## src/verilog/scb_pkg.sv

```systemverilog
package scb_pkg;

  // Register byte offsets on the APB word map
  localparam logic [7:0] OFF_CONTROL_THREE = 8'h0c;
  localparam logic [7:0] OFF_STATUS_ONE = 8'h10;
  localparam logic [7:0] OFF_STATUS_TWO = 8'h14;
  localparam logic [7:0] OFF_DATA_BUFFER = 8'h18;
  localparam logic [7:0] OFF_RATE_SELECT = 8'h1c;
  localparam logic [7:0] OFF_CONFIG_TWO = 8'h20;

  // Field positions
  localparam int BIT_RX_NINTH = 7;
  localparam int BIT_RX_FULL = 5;
  localparam int BIT_FRAME_ERROR = 1;
  localparam int BIT_BREAK_SEEN = 1;
  localparam int BIT_RX_ACTIVE = 0;
  localparam int BIT_CLK_SRC = 0;
  localparam int BIT_NINE_MODE = 1;
  localparam int POS_PRESCALE = 4;
  localparam int POS_RATE = 0;

  // Reset values
  localparam logic [1:0] RST_PRESCALE = 2'h0;
  localparam logic [2:0] RST_RATE = 3'h0;
  localparam logic RST_CLK_SRC = 1'b0;
  localparam logic RST_NINE_MODE = 1'b0;

  // Prescaler divisors for codes 00, 01, 10, 11
  localparam logic [3:0] PD_CODE0 = 4'h1;
  localparam logic [3:0] PD_CODE1 = 4'h3;
  localparam logic [3:0] PD_CODE2 = 4'h4;
  localparam logic [3:0] PD_CODE3 = 4'hd;

  // Source clocks per 16x slot: 64 / 16
  localparam logic [1:0] SLOT_SHIFT = 2'h2;

  // Receiver timing in 16x slots
  localparam logic [3:0] SLOT_MID = 4'h7;
  localparam logic [3:0] SLOT_LAST = 4'hf;
  localparam logic [7:0] IDLE_SLOTS_8 = 8'ha0;
  localparam logic [7:0] IDLE_SLOTS_9 = 8'hb0;

  typedef enum logic [1:0] {
    RX_SEARCH = 2'b00,
    RX_START = 2'b01,
    RX_DATA = 2'b10,
    RX_STOP = 2'b11
  } scb_rx_e;

endpackage : scb_pkg

```

## src/verilog/scb_baud_if.sv

```systemverilog
`timescale 1ns/1ps
interface scb_baud_if;
  logic [1:0] prescale_code;
  logic [2:0] rate_code;
  logic src_sel;
  logic tick16;

  modport ctrl (output prescale_code, output rate_code, output src_sel, input tick16);
  modport gen (input prescale_code, input rate_code, input src_sel, output tick16);
endinterface : scb_baud_if

```

## src/verilog/scb_baud_gen.sv

```systemverilog
`timescale 1ns/1ps
module scb_baud_gen (
  // Clock and reset
  input wire logic clk,
  input wire logic rst,
  // Crystal clock, asynchronous to clk
  input wire logic xclk,
  // Divisor settings and slot tick
  scb_baud_if.gen bif
);

  typedef struct packed {
    logic xclk_meta;
    logic xclk_sync;
    logic xclk_prev;
    logic [12:0] cnt;
    logic tick;
  } scb_baud_s;

  scb_baud_s r;
  scb_baud_s n;
  logic [3:0] pd;
  logic [12:0] limit;
  logic src_edge;

  always_comb begin
    n = r;
    n.xclk_meta = xclk;
    n.xclk_sync = r.xclk_meta;
    n.xclk_prev = r.xclk_sync;
    n.tick = 1'b0;
    case (bif.prescale_code)
      2'b00: pd = scb_pkg::PD_CODE0;
      2'b01: pd = scb_pkg::PD_CODE1;
      2'b10: pd = scb_pkg::PD_CODE2;
      default: pd = scb_pkg::PD_CODE3;
    endcase
    // 64*PD*BD source clocks per bit means 4*PD*BD per slot
    limit = (13'(pd) << scb_pkg::SLOT_SHIFT) << bif.rate_code;
    limit = limit - 13'h1;
    // Crystal must run below half the bus clock to be seen edge by edge
    src_edge = bif.src_sel ? (r.xclk_sync & ~r.xclk_prev) : 1'b1;
    if (src_edge) begin
      if (r.cnt >= limit) begin
        n.cnt = 13'h0;
        n.tick = 1'b1;
      end else begin
        n.cnt = r.cnt + 13'h1;
      end
    end
  end

  always_ff @(posedge clk or posedge rst) begin
    if (rst) begin
      r <= '0;
    end else begin
      r <= n;
    end
  end

  assign bif.tick16 = r.tick;

endmodule : scb_baud_gen

```

## src/verilog/scb_serial.sv

```systemverilog
//Contract
// - Set break-seen flag when a break character arrives on the receive pin.
// - A break also sets frame-error and receiver-full flags.
// - In 9-bit mode a break clears the received ninth bit.
// - Break-seen flag never raises an interrupt; software polls it.
// - Break-seen clears after status-two read with it set, then data read.
// - After clearing, break-seen re-arms only after ones then another break.
// - Reset clears the break-seen flag.
// - Set rx-active when the first slot of the start search sees zero.
// - Rx-active is read-only and never raises an interrupt.
// - Clear rx-active on a false start bit or an idle character.
// - Data register read gives received byte; write gives byte to send.
// - Reset leaves the data register contents unchanged.
// - One rate register sets the bit rate for receiver and transmitter.
// - Prescale code 00..11 selects divisor 1, 3, 4 or 13.
// - Rate code selects divisor two to the code, 1 to 128.
// - Reset clears the prescale and rate codes.
// - Bit rate is source divided by 64 times both divisors.
// - Source clock is bus clock or crystal clock, chosen by config bit.
`timescale 1ns/1ps
module scb_serial (
  // Clock and reset
  input wire logic CLK,
  input wire logic RST,
  // APB slave
  input wire logic PSEL,
  input wire logic PENABLE,
  input wire logic PWRITE,
  input wire logic [7:0] PADDR,
  input wire logic [31:0] PWDATA,
  output logic [31:0] PRDATA,
  output logic PREADY,
  output logic PSLVERR,
  // Serial pins and clocks
  input wire logic RECEIVE_DATA_PIN,
  input wire logic CRYSTAL_CLOCK_BUFFERED,
  // Transmitter hand-off
  output logic [7:0] TX_DATA,
  output logic TX_LOAD,
  // Shared bit-rate slot tick for the transmitter
  output logic BAUD_TICK16
);

  // The state type must exist before the struct that holds it
  typedef scb_pkg::scb_rx_e scb_rx_state_t;

  typedef struct packed {
    logic rxd_meta;
    logic rxd_sync;
    logic pready;
    logic pslverr;
    logic [31:0] prdata;
    logic [7:0] tx_data;
    logic tx_load;
    logic tick16;
    logic [1:0] prescale_code;
    logic [2:0] rate_code;
    logic clk_src;
    logic nine_mode;
    logic rx_full_flag;
    logic frame_error_flag;
    logic break_seen_flag;
    logic rx_active_flag;
    logic rx_ninth_bit;
    logic arm_full;
    logic arm_frame;
    logic arm_break;
    logic break_armed;
    scb_rx_state_t rx_state;
    logic [3:0] slot;
    logic [3:0] bit_cnt;
    logic [8:0] shift;
    logic [7:0] ones_cnt;
  } scb_serial_s;

  scb_serial_s r;
  scb_serial_s n;
  logic [7:0] rx_data_reg;
  logic [7:0] rx_data_next;
  logic rx_load;
  logic access;
  logic rd_status_one;
  logic rd_status_two;
  logic rd_data;
  logic wr_data;
  logic wr_rate;
  logic wr_config;
  logic [3:0] last_bit;
  logic [7:0] idle_limit;
  logic all_zero;

  scb_baud_if bif ();

  scb_baud_gen u_baud (
    .clk(CLK),
    .rst(RST),
    .xclk(CRYSTAL_CLOCK_BUFFERED),
    .bif(bif)
  );

  // One rate generator serves both directions
  assign bif.prescale_code = r.prescale_code;
  assign bif.rate_code = r.rate_code;
  assign bif.src_sel = r.clk_src;

  always_comb begin
    n = r;
    rx_load = 1'b0;
    rx_data_next = rx_data_reg;
    all_zero = 1'b0;
    n.rxd_meta = RECEIVE_DATA_PIN;
    n.rxd_sync = r.rxd_meta;
    n.tick16 = bif.tick16;
    n.tx_load = 1'b0;

    // APB: one wait state, answer registered
    n.pready = PSEL & PENABLE & ~r.pready;
    n.prdata = 32'h0;
    n.pslverr = 1'b0;
    if (n.pready) begin
      case (PADDR)
        scb_pkg::OFF_CONTROL_THREE: n.prdata[scb_pkg::BIT_RX_NINTH] = r.rx_ninth_bit;
        scb_pkg::OFF_STATUS_ONE: begin
          n.prdata[scb_pkg::BIT_RX_FULL] = r.rx_full_flag;
          n.prdata[scb_pkg::BIT_FRAME_ERROR] = r.frame_error_flag;
        end
        scb_pkg::OFF_STATUS_TWO: begin
          // Polled only: no request line leaves this block
          n.prdata[scb_pkg::BIT_BREAK_SEEN] = r.break_seen_flag;
          n.prdata[scb_pkg::BIT_RX_ACTIVE] = r.rx_active_flag;
        end
        scb_pkg::OFF_DATA_BUFFER: n.prdata[7:0] = rx_data_reg;
        scb_pkg::OFF_RATE_SELECT: begin
          n.prdata[scb_pkg::POS_PRESCALE +: 2] = r.prescale_code;
          n.prdata[scb_pkg::POS_RATE +: 3] = r.rate_code;
        end
        scb_pkg::OFF_CONFIG_TWO: begin
          n.prdata[scb_pkg::BIT_CLK_SRC] = r.clk_src;
          n.prdata[scb_pkg::BIT_NINE_MODE] = r.nine_mode;
        end
        default: n.pslverr = 1'b1;
      endcase
    end

    // Effects happen only at the completing edge
    access = PSEL & PENABLE & r.pready;
    rd_status_one = access & ~PWRITE & (PADDR == scb_pkg::OFF_STATUS_ONE);
    rd_status_two = access & ~PWRITE & (PADDR == scb_pkg::OFF_STATUS_TWO);
    rd_data = access & ~PWRITE & (PADDR == scb_pkg::OFF_DATA_BUFFER);
    wr_data = access & PWRITE & (PADDR == scb_pkg::OFF_DATA_BUFFER);
    wr_rate = access & PWRITE & (PADDR == scb_pkg::OFF_RATE_SELECT);
    wr_config = access & PWRITE & (PADDR == scb_pkg::OFF_CONFIG_TWO);

    // Write half of the data buffer goes to the transmitter
    if (wr_data) begin
      n.tx_data = PWDATA[7:0];
      n.tx_load = 1'b1;
    end
    if (wr_rate) begin
      n.prescale_code = PWDATA[scb_pkg::POS_PRESCALE +: 2];
      n.rate_code = PWDATA[scb_pkg::POS_RATE +: 3];
    end
    if (wr_config) begin
      n.clk_src = PWDATA[scb_pkg::BIT_CLK_SRC];
      n.nine_mode = PWDATA[scb_pkg::BIT_NINE_MODE];
    end

    // Two-step clear: status read arms, data read clears armed flags
    if (rd_data) begin
      if (r.arm_full) n.rx_full_flag = 1'b0;
      if (r.arm_frame) n.frame_error_flag = 1'b0;
      if (r.arm_break) n.break_seen_flag = 1'b0;
      n.arm_full = 1'b0;
      n.arm_frame = 1'b0;
      n.arm_break = 1'b0;
    end
    if (rd_status_one) begin
      n.arm_full = r.rx_full_flag;
      n.arm_frame = r.frame_error_flag;
    end
    if (rd_status_two) begin
      n.arm_break = r.break_seen_flag;
    end

    // Ones on the line re-arm break detection
    if (r.rxd_sync) begin
      n.break_armed = 1'b1;
    end

    last_bit = r.nine_mode ? 4'h8 : 4'h7;
    idle_limit = r.nine_mode ? scb_pkg::IDLE_SLOTS_9 : scb_pkg::IDLE_SLOTS_8;

    if (r.tick16) begin
      n.slot = r.slot + 4'h1;
      case (r.rx_state)
        scb_pkg::RX_SEARCH: begin
          n.slot = 4'h1;
          if (!r.rxd_sync) begin
            // This tick is the first slot of the start bit
            n.rx_active_flag = 1'b1;
            n.ones_cnt = 8'h0;
            n.rx_state = scb_pkg::RX_START;
          end else if (r.ones_cnt != idle_limit) begin
            n.ones_cnt = r.ones_cnt + 8'h1;
            if (n.ones_cnt == idle_limit) begin
              n.rx_active_flag = 1'b0;
            end
          end
        end
        scb_pkg::RX_START: begin
          if (r.slot == scb_pkg::SLOT_MID && r.rxd_sync) begin
            // Start bit gone high by mid-bit: noise or wrong rate
            n.rx_active_flag = 1'b0;
            n.rx_state = scb_pkg::RX_SEARCH;
          end else if (r.slot == scb_pkg::SLOT_LAST) begin
            n.bit_cnt = 4'h0;
            n.rx_state = scb_pkg::RX_DATA;
          end
        end
        scb_pkg::RX_DATA: begin
          if (r.slot == scb_pkg::SLOT_MID) begin
            n.shift = {r.rxd_sync, r.shift[8:1]};
          end
          if (r.slot == scb_pkg::SLOT_LAST) begin
            n.bit_cnt = r.bit_cnt + 4'h1;
            if (r.bit_cnt == last_bit) begin
              n.rx_state = scb_pkg::RX_STOP;
            end
          end
        end
        scb_pkg::RX_STOP: begin
          // Return to search at mid stop bit so a short stop bit still resyncs
          if (r.slot == scb_pkg::SLOT_MID) begin
            n.rx_state = scb_pkg::RX_SEARCH;
            n.ones_cnt = 8'h0;
            rx_load = 1'b1;
            rx_data_next = r.nine_mode ? r.shift[7:0] : r.shift[8:1];
            n.rx_ninth_bit = r.nine_mode ? r.shift[8] : r.shift[8];
            n.rx_full_flag = 1'b1;
            if (!r.rxd_sync) begin
              n.frame_error_flag = 1'b1;
            end
            all_zero = (r.shift == 9'h0) || (!r.nine_mode && r.shift[8:1] == 8'h0);
            if (!r.rxd_sync && all_zero && r.break_armed) begin
              n.break_seen_flag = 1'b1;
              n.frame_error_flag = 1'b1;
              n.rx_full_flag = 1'b1;
              n.break_armed = 1'b0;
              if (r.nine_mode) begin
                n.rx_ninth_bit = 1'b0;
              end
            end
          end
        end
        default: n.rx_state = scb_pkg::RX_SEARCH;
      endcase
    end
  end

  always_ff @(posedge CLK or posedge RST) begin
    if (RST) begin
      r <= '0;
      r.prescale_code <= scb_pkg::RST_PRESCALE;
      r.rate_code <= scb_pkg::RST_RATE;
      r.clk_src <= scb_pkg::RST_CLK_SRC;
      r.nine_mode <= scb_pkg::RST_NINE_MODE;
      r.break_seen_flag <= 1'b0;
      r.break_armed <= 1'b1;
      r.rxd_meta <= 1'b1;
      r.rxd_sync <= 1'b1;
      r.rx_state <= scb_pkg::RX_SEARCH;
    end else begin
      r <= n;
    end
  end

  // Receive half keeps its byte through reset, so it has no reset branch
  always_ff @(posedge CLK) begin
    if (rx_load) begin
      rx_data_reg <= rx_data_next;
    end
  end

  assign PRDATA = r.prdata;
  assign PREADY = r.pready;
  assign PSLVERR = r.pslverr;
  assign TX_DATA = r.tx_data;
  assign TX_LOAD = r.tx_load;
  assign BAUD_TICK16 = r.tick16;

endmodule : scb_serial
```

## config.mk

```make
export PLATFORM = sky130hd
export DESIGN_NAME = scb_serial
export DESIGN_NICKNAME = d
export VERILOG_FILES = /design/src/verilog/scb_pkg.sv /design/src/verilog/scb_baud_if.sv /design/src/verilog/scb_baud_gen.sv /design/src/verilog/scb_serial.sv
export SDC_FILE = /design/constraint.sdc
export NUM_CORES = 1
export LEC_CHECK = 0
export ABC_AREA = 1
export BUFFER_PORTS_ARGS = -buffer_cell sky130_fd_sc_hd__clkbuf_2
export CAP_MARGIN = 10
export CORE_AREA = 2 2 127 129
export CTS_BUF_LIST = sky130_fd_sc_hd__clkbuf_2
export DETAILED_ROUTE_END_ITERATION = 8
export DIE_AREA = 0 0 129 131
export GPL_TIMING_DRIVEN = 0
export PLACE_DENSITY_LB_ADDON = 0.05
export SLEW_MARGIN = 15
export SYNTH_ARGS = -nofsm -noshare
export SYNTH_HDL_FRONTEND = slang
export SYNTH_HIERARCHICAL = 1
export SYNTH_SLANG_ARGS = --single-unit
```

## constraint.sdc

```tcl
create_clock -name CLK -period 3.1 [get_ports CLK]
set_input_delay 0.31 -clock CLK [delete_from_list [all_inputs] [get_ports CLK]]
set_output_delay 0.31 -clock CLK [all_outputs]
set_load 0.01 [all_outputs]
```

==> run_results.csv <==
group,metric,value,unit
outcome,status,"complete, no violations",
logic_synthesis,async_flop_share,91.1,%
logic_synthesis,ys_seq_area_share,42.9,%
logic_synthesis,muxShareOfSynthArea,0,%
clock_network,clock_sinks,90,
logic_synthesis,avgSynthCellArea,7.89,um^2
placed_design,gp_congestion,0.830,
setup_path,rr_worst_depth,16,
logic_synthesis,ys_top_cells_by_area,"dfrtp_1, nand2_1, buf_4",
logic_synthesis,synth_fa_ha_area_share,3.98,%
grt,grt_use_met1,20.2,%
clock_network,cts_max_level,3,
setup_path,end_kind,"flip-flop",
routing,drtIter0Drc,195,
logic_synthesis,synth_compound_area_share,8.78,%
logic_synthesis,yosysTopAreaCellShare,37.0,%
logic_synthesis,ys_seq_elements,90,
setup_path,crit_path_max_incr_delay,0.59,ns
setup_path,worstReg2RegEnd,"u_baud/r[10]",
sta,fmax,358,MHz
final_layout,fillers,1658,
final_layout,drive_gt1_share,20.4,%
final_layout,seq_area,0.00230,mm^2
logic_synthesis,netlist_area,0.00535,mm^2
setup_path,crit_top_cell,"nor2_1",
die,start_util,34.3,%
placed_design,dp_hpwl,8860,um
grt,grt_pass1_wl,20300,um
sta,drv_slew,0,
setup_path,worstReg2RegStart,"bif.rate_code[2]",
grt,grt.met3_usage,2.08,%
routing,via_per_inst,4.47,
final_layout,nets,839,
sta,tightest_slew,0.681,ns
routing,vias,4461,
logic_synthesis,ys_top_cells_by_count,"nand2_1, dfrtp_1, inv_1",
die,ios,91,
logic_synthesis,synthFlopType,"dfrtp_1",
final_layout,largest_register,"r",
sta,final-setup-viol-count,0,
min_path,hp-class,"input port to flip-flop",
setup_path,crit_slowest_cell,"dfrtp_1",
die,rows,46,
die,die_area,0.0169,mm^2
power_and_ir_drop,cellLeakagePower,3.11,nW
logic_synthesis,synth_xor_area_share,2.29,%
final_layout,syn_to_final_growth,17.3,%
sta,rsz0062_at_grt,"false",
clock_network,numCtsBuffers,9,
logic_synthesis,synth_warnings,6,
clock_network,clk_path_buf_depth,2,
die,die_w,129,um
clock_network,clk_latency,0.61,ns
logic_synthesis,synth-edff-count,8,
clock_network,cts_root_buffer,"clkbuf_2",
power_and_ir_drop,intPower,1.74,mW
setup_path,start_kind,"flip-flop",
power_and_ir_drop,vdd_drop_max,0.222,mV
grt,grt_use_met2,25.1,%
setup_path,path_cells,"inv_2 -> nand4_2 -> ha_1 -> inv_1 -> nor2_2 -> xor2_1 -> ha_1 -> nand2_1 -> inv_1 -> o21ai_2 -> nand2_1 -> nor2_1 -> nor2_1 -> nor2_4 -> nor2_4 -> nor2_1",
routing,wl_per_cell,12.0,um
sta,layout_min_cycle_time,2.80,ns
logic_synthesis,yosys.area_share.simple,29.5,%
grt,grt_usage,15.2,%
grt,grt_overflow,0,
final_layout,largest_reg_flops,37,
power_and_ir_drop,p_sw_share,36.5,%
logic_synthesis,synth_top_area_cell,"dfrtp_1",
final_layout,multi_input_area,0.00249,mm^2
logic_synthesis,synth_cell_types,44,
setup_path,reg2reg_slack,0.30,ns
setup_path,cp-startpoint,"bif.rate_code[2]",
routing,drtAntennaViolNets,0,
sta,slew_headroom,54.5,%
logic_synthesis,synth_top_family_by_area,"simple AND/OR/NAND/NOR gates",
grt,grt_busiest_layer,"met2",
grt,antenna_found_initial,1,
power_and_ir_drop,clkPwrFrac,24.1,%
sta,period_share,90.2,%
setup_path,worstSetupEndpoint,"u_baud/r[10]",
clock_network,path_clk_slew,0.28,ns
die,core,0.0156,mm^2
grt,grt_pass1_vias,4238,
sta,finalHoldViolations,0,
routing,drt-total-wl,11900,um
final_layout,reg_top3,"r x37, u_baud/r x14",
logic_synthesis,synth_most_common_cell,"nand2_1",
final_layout,utilization,40.2,%
setup_path,critPathKind,"flip-flop to flip-flop",
power_and_ir_drop,p_per_area,437,mW/mm^2
setup_path,required,3.65,ns
routing,drc,0,
run,cap_violations,0,
setup_path,cp.arrival,3.35,ns
setup_path,crit_fanout,10,
logic_synthesis,syn_inst,678,
placed_design,portBuffers,42,
power_and_ir_drop,switchingPower,1.00,mW
grt,grt_max_degree,42,
power_and_ir_drop,sequentialPowerShare,50.2,%
die,die_y,131,um
sta,finClkSkew,0.0384,ns
power_and_ir_drop,power_frac_comb,25.7,%
sta,finalSetupTns,0,ns
clock_network,cts_tree,"built",
routing,first_pass_iters,5,
[final cells by class]
class,instances,area share (%)
Sequential cell,90,36.6
Tap cell,216,4.31
Buffer,49,5.77
Inverter,81,4.89
Antenna cell,1,0.0399
Clock buffer,10,0.798
Multi-Input combinational cell,482,39.7
Clock inverter,6,1.18
Timing Repair Buffer,62,6.70
[stage by stage]
step	power (mW)	instances	hold WS (ns)	setup slack, ns	cell area, um^2
2_1_floorplan	1.88	701	0.236	0.605	5430
3_3_place_gp	2.03	959	0.334	0.164	5910
3_5_place_dp	2.04	960	0.316	0.182	5940
4_1_cts	2.76	995	0.0124	0.142	6250
5_1_grt	2.96	997	0.0341	0.0256	6270
6_report	2.74	997	0.0815	0.304	6270
[worst max-delay path: cells and delay by family, from the launching register on]
kind	cells	cell delay, ns
buf+inv	3	0.32
xor+xnor	1	0.17
fa+ha+maj	2	0.53
compound gates	1	0.09
simple gates	9	1.04
flops	1	0.59
[cell families after synthesis]
family                     count (synthesis)
and+or+nand+nor                          347
AOI/OAI and AO/OA                         79
other                                      1
DFF                                       90
xor gates and xnor gates                  14
adders and majority gates                 17
buffers and inverters                    130
[cell usage in the layout, fill, tap and decap left out, types with 10 or more instances in the layout]
cell and n:
nand2_1 183, dfrtp_1 78, inv_1 68, nor2_1 58
clkbuf_2 52, nand3_1 46, buf_4 42, o21ai_1 26
conb_1 24, dlygate4sd3_1 19, nand4_1 18, ha_1 17
a21oi_1 16, o21ai_0 15, xor2_1 13, inv_2 11
nand2_2 10
[power groups by stage]
stage / Combinational, mW / Clock (mW) / Sequential, mW
CTS: 0.669 / 0.714 / 1.38
global route: 0.817 / 0.750 / 1.39
floorplan: 0.499 / 0 / 1.38
detailed placement: 0.644 / 0 / 1.40
global placement: 0.634 / 0 / 1.40
finish: 0.705 / 0.660 / 1.38
[worst min-delay path by stage]
stage | start | endpoint | slack [ns] | depth (start not counted)
floorplan | RST | u_baud/bif.tick16 | 0.24 | 1
global placement | u_baud/n[15] | u_baud/n[14] | 0.33 | 0
detailed placement | RST | BAUD_TICK16 | 0.32 | 2
CTS | PSEL | TX_LOAD | 0.01 | 3
global route | PSEL | TX_LOAD | 0.03 | 3
finish | PSEL | TX_LOAD | 0.08 | 3
[repair_timing]
action / 4_1_cts / 5_1_grt
hold endpoints to repair: 106 / 0
hold buffers: 19 / 0
resized for setup: 0 / 4
endpoints found under the setup margin: 0 / 14
buffers inserted: 0 / 0
[per-layer routing]
layer / part of all wire, % / routed length (um)
met1: 48 / 5770
met3: 3.4 / 403
met2: 46 / 5520
met5: 0 / 0
met4: 1.9 / 231
Note: power is estimated with default switching activity, not from simulation.
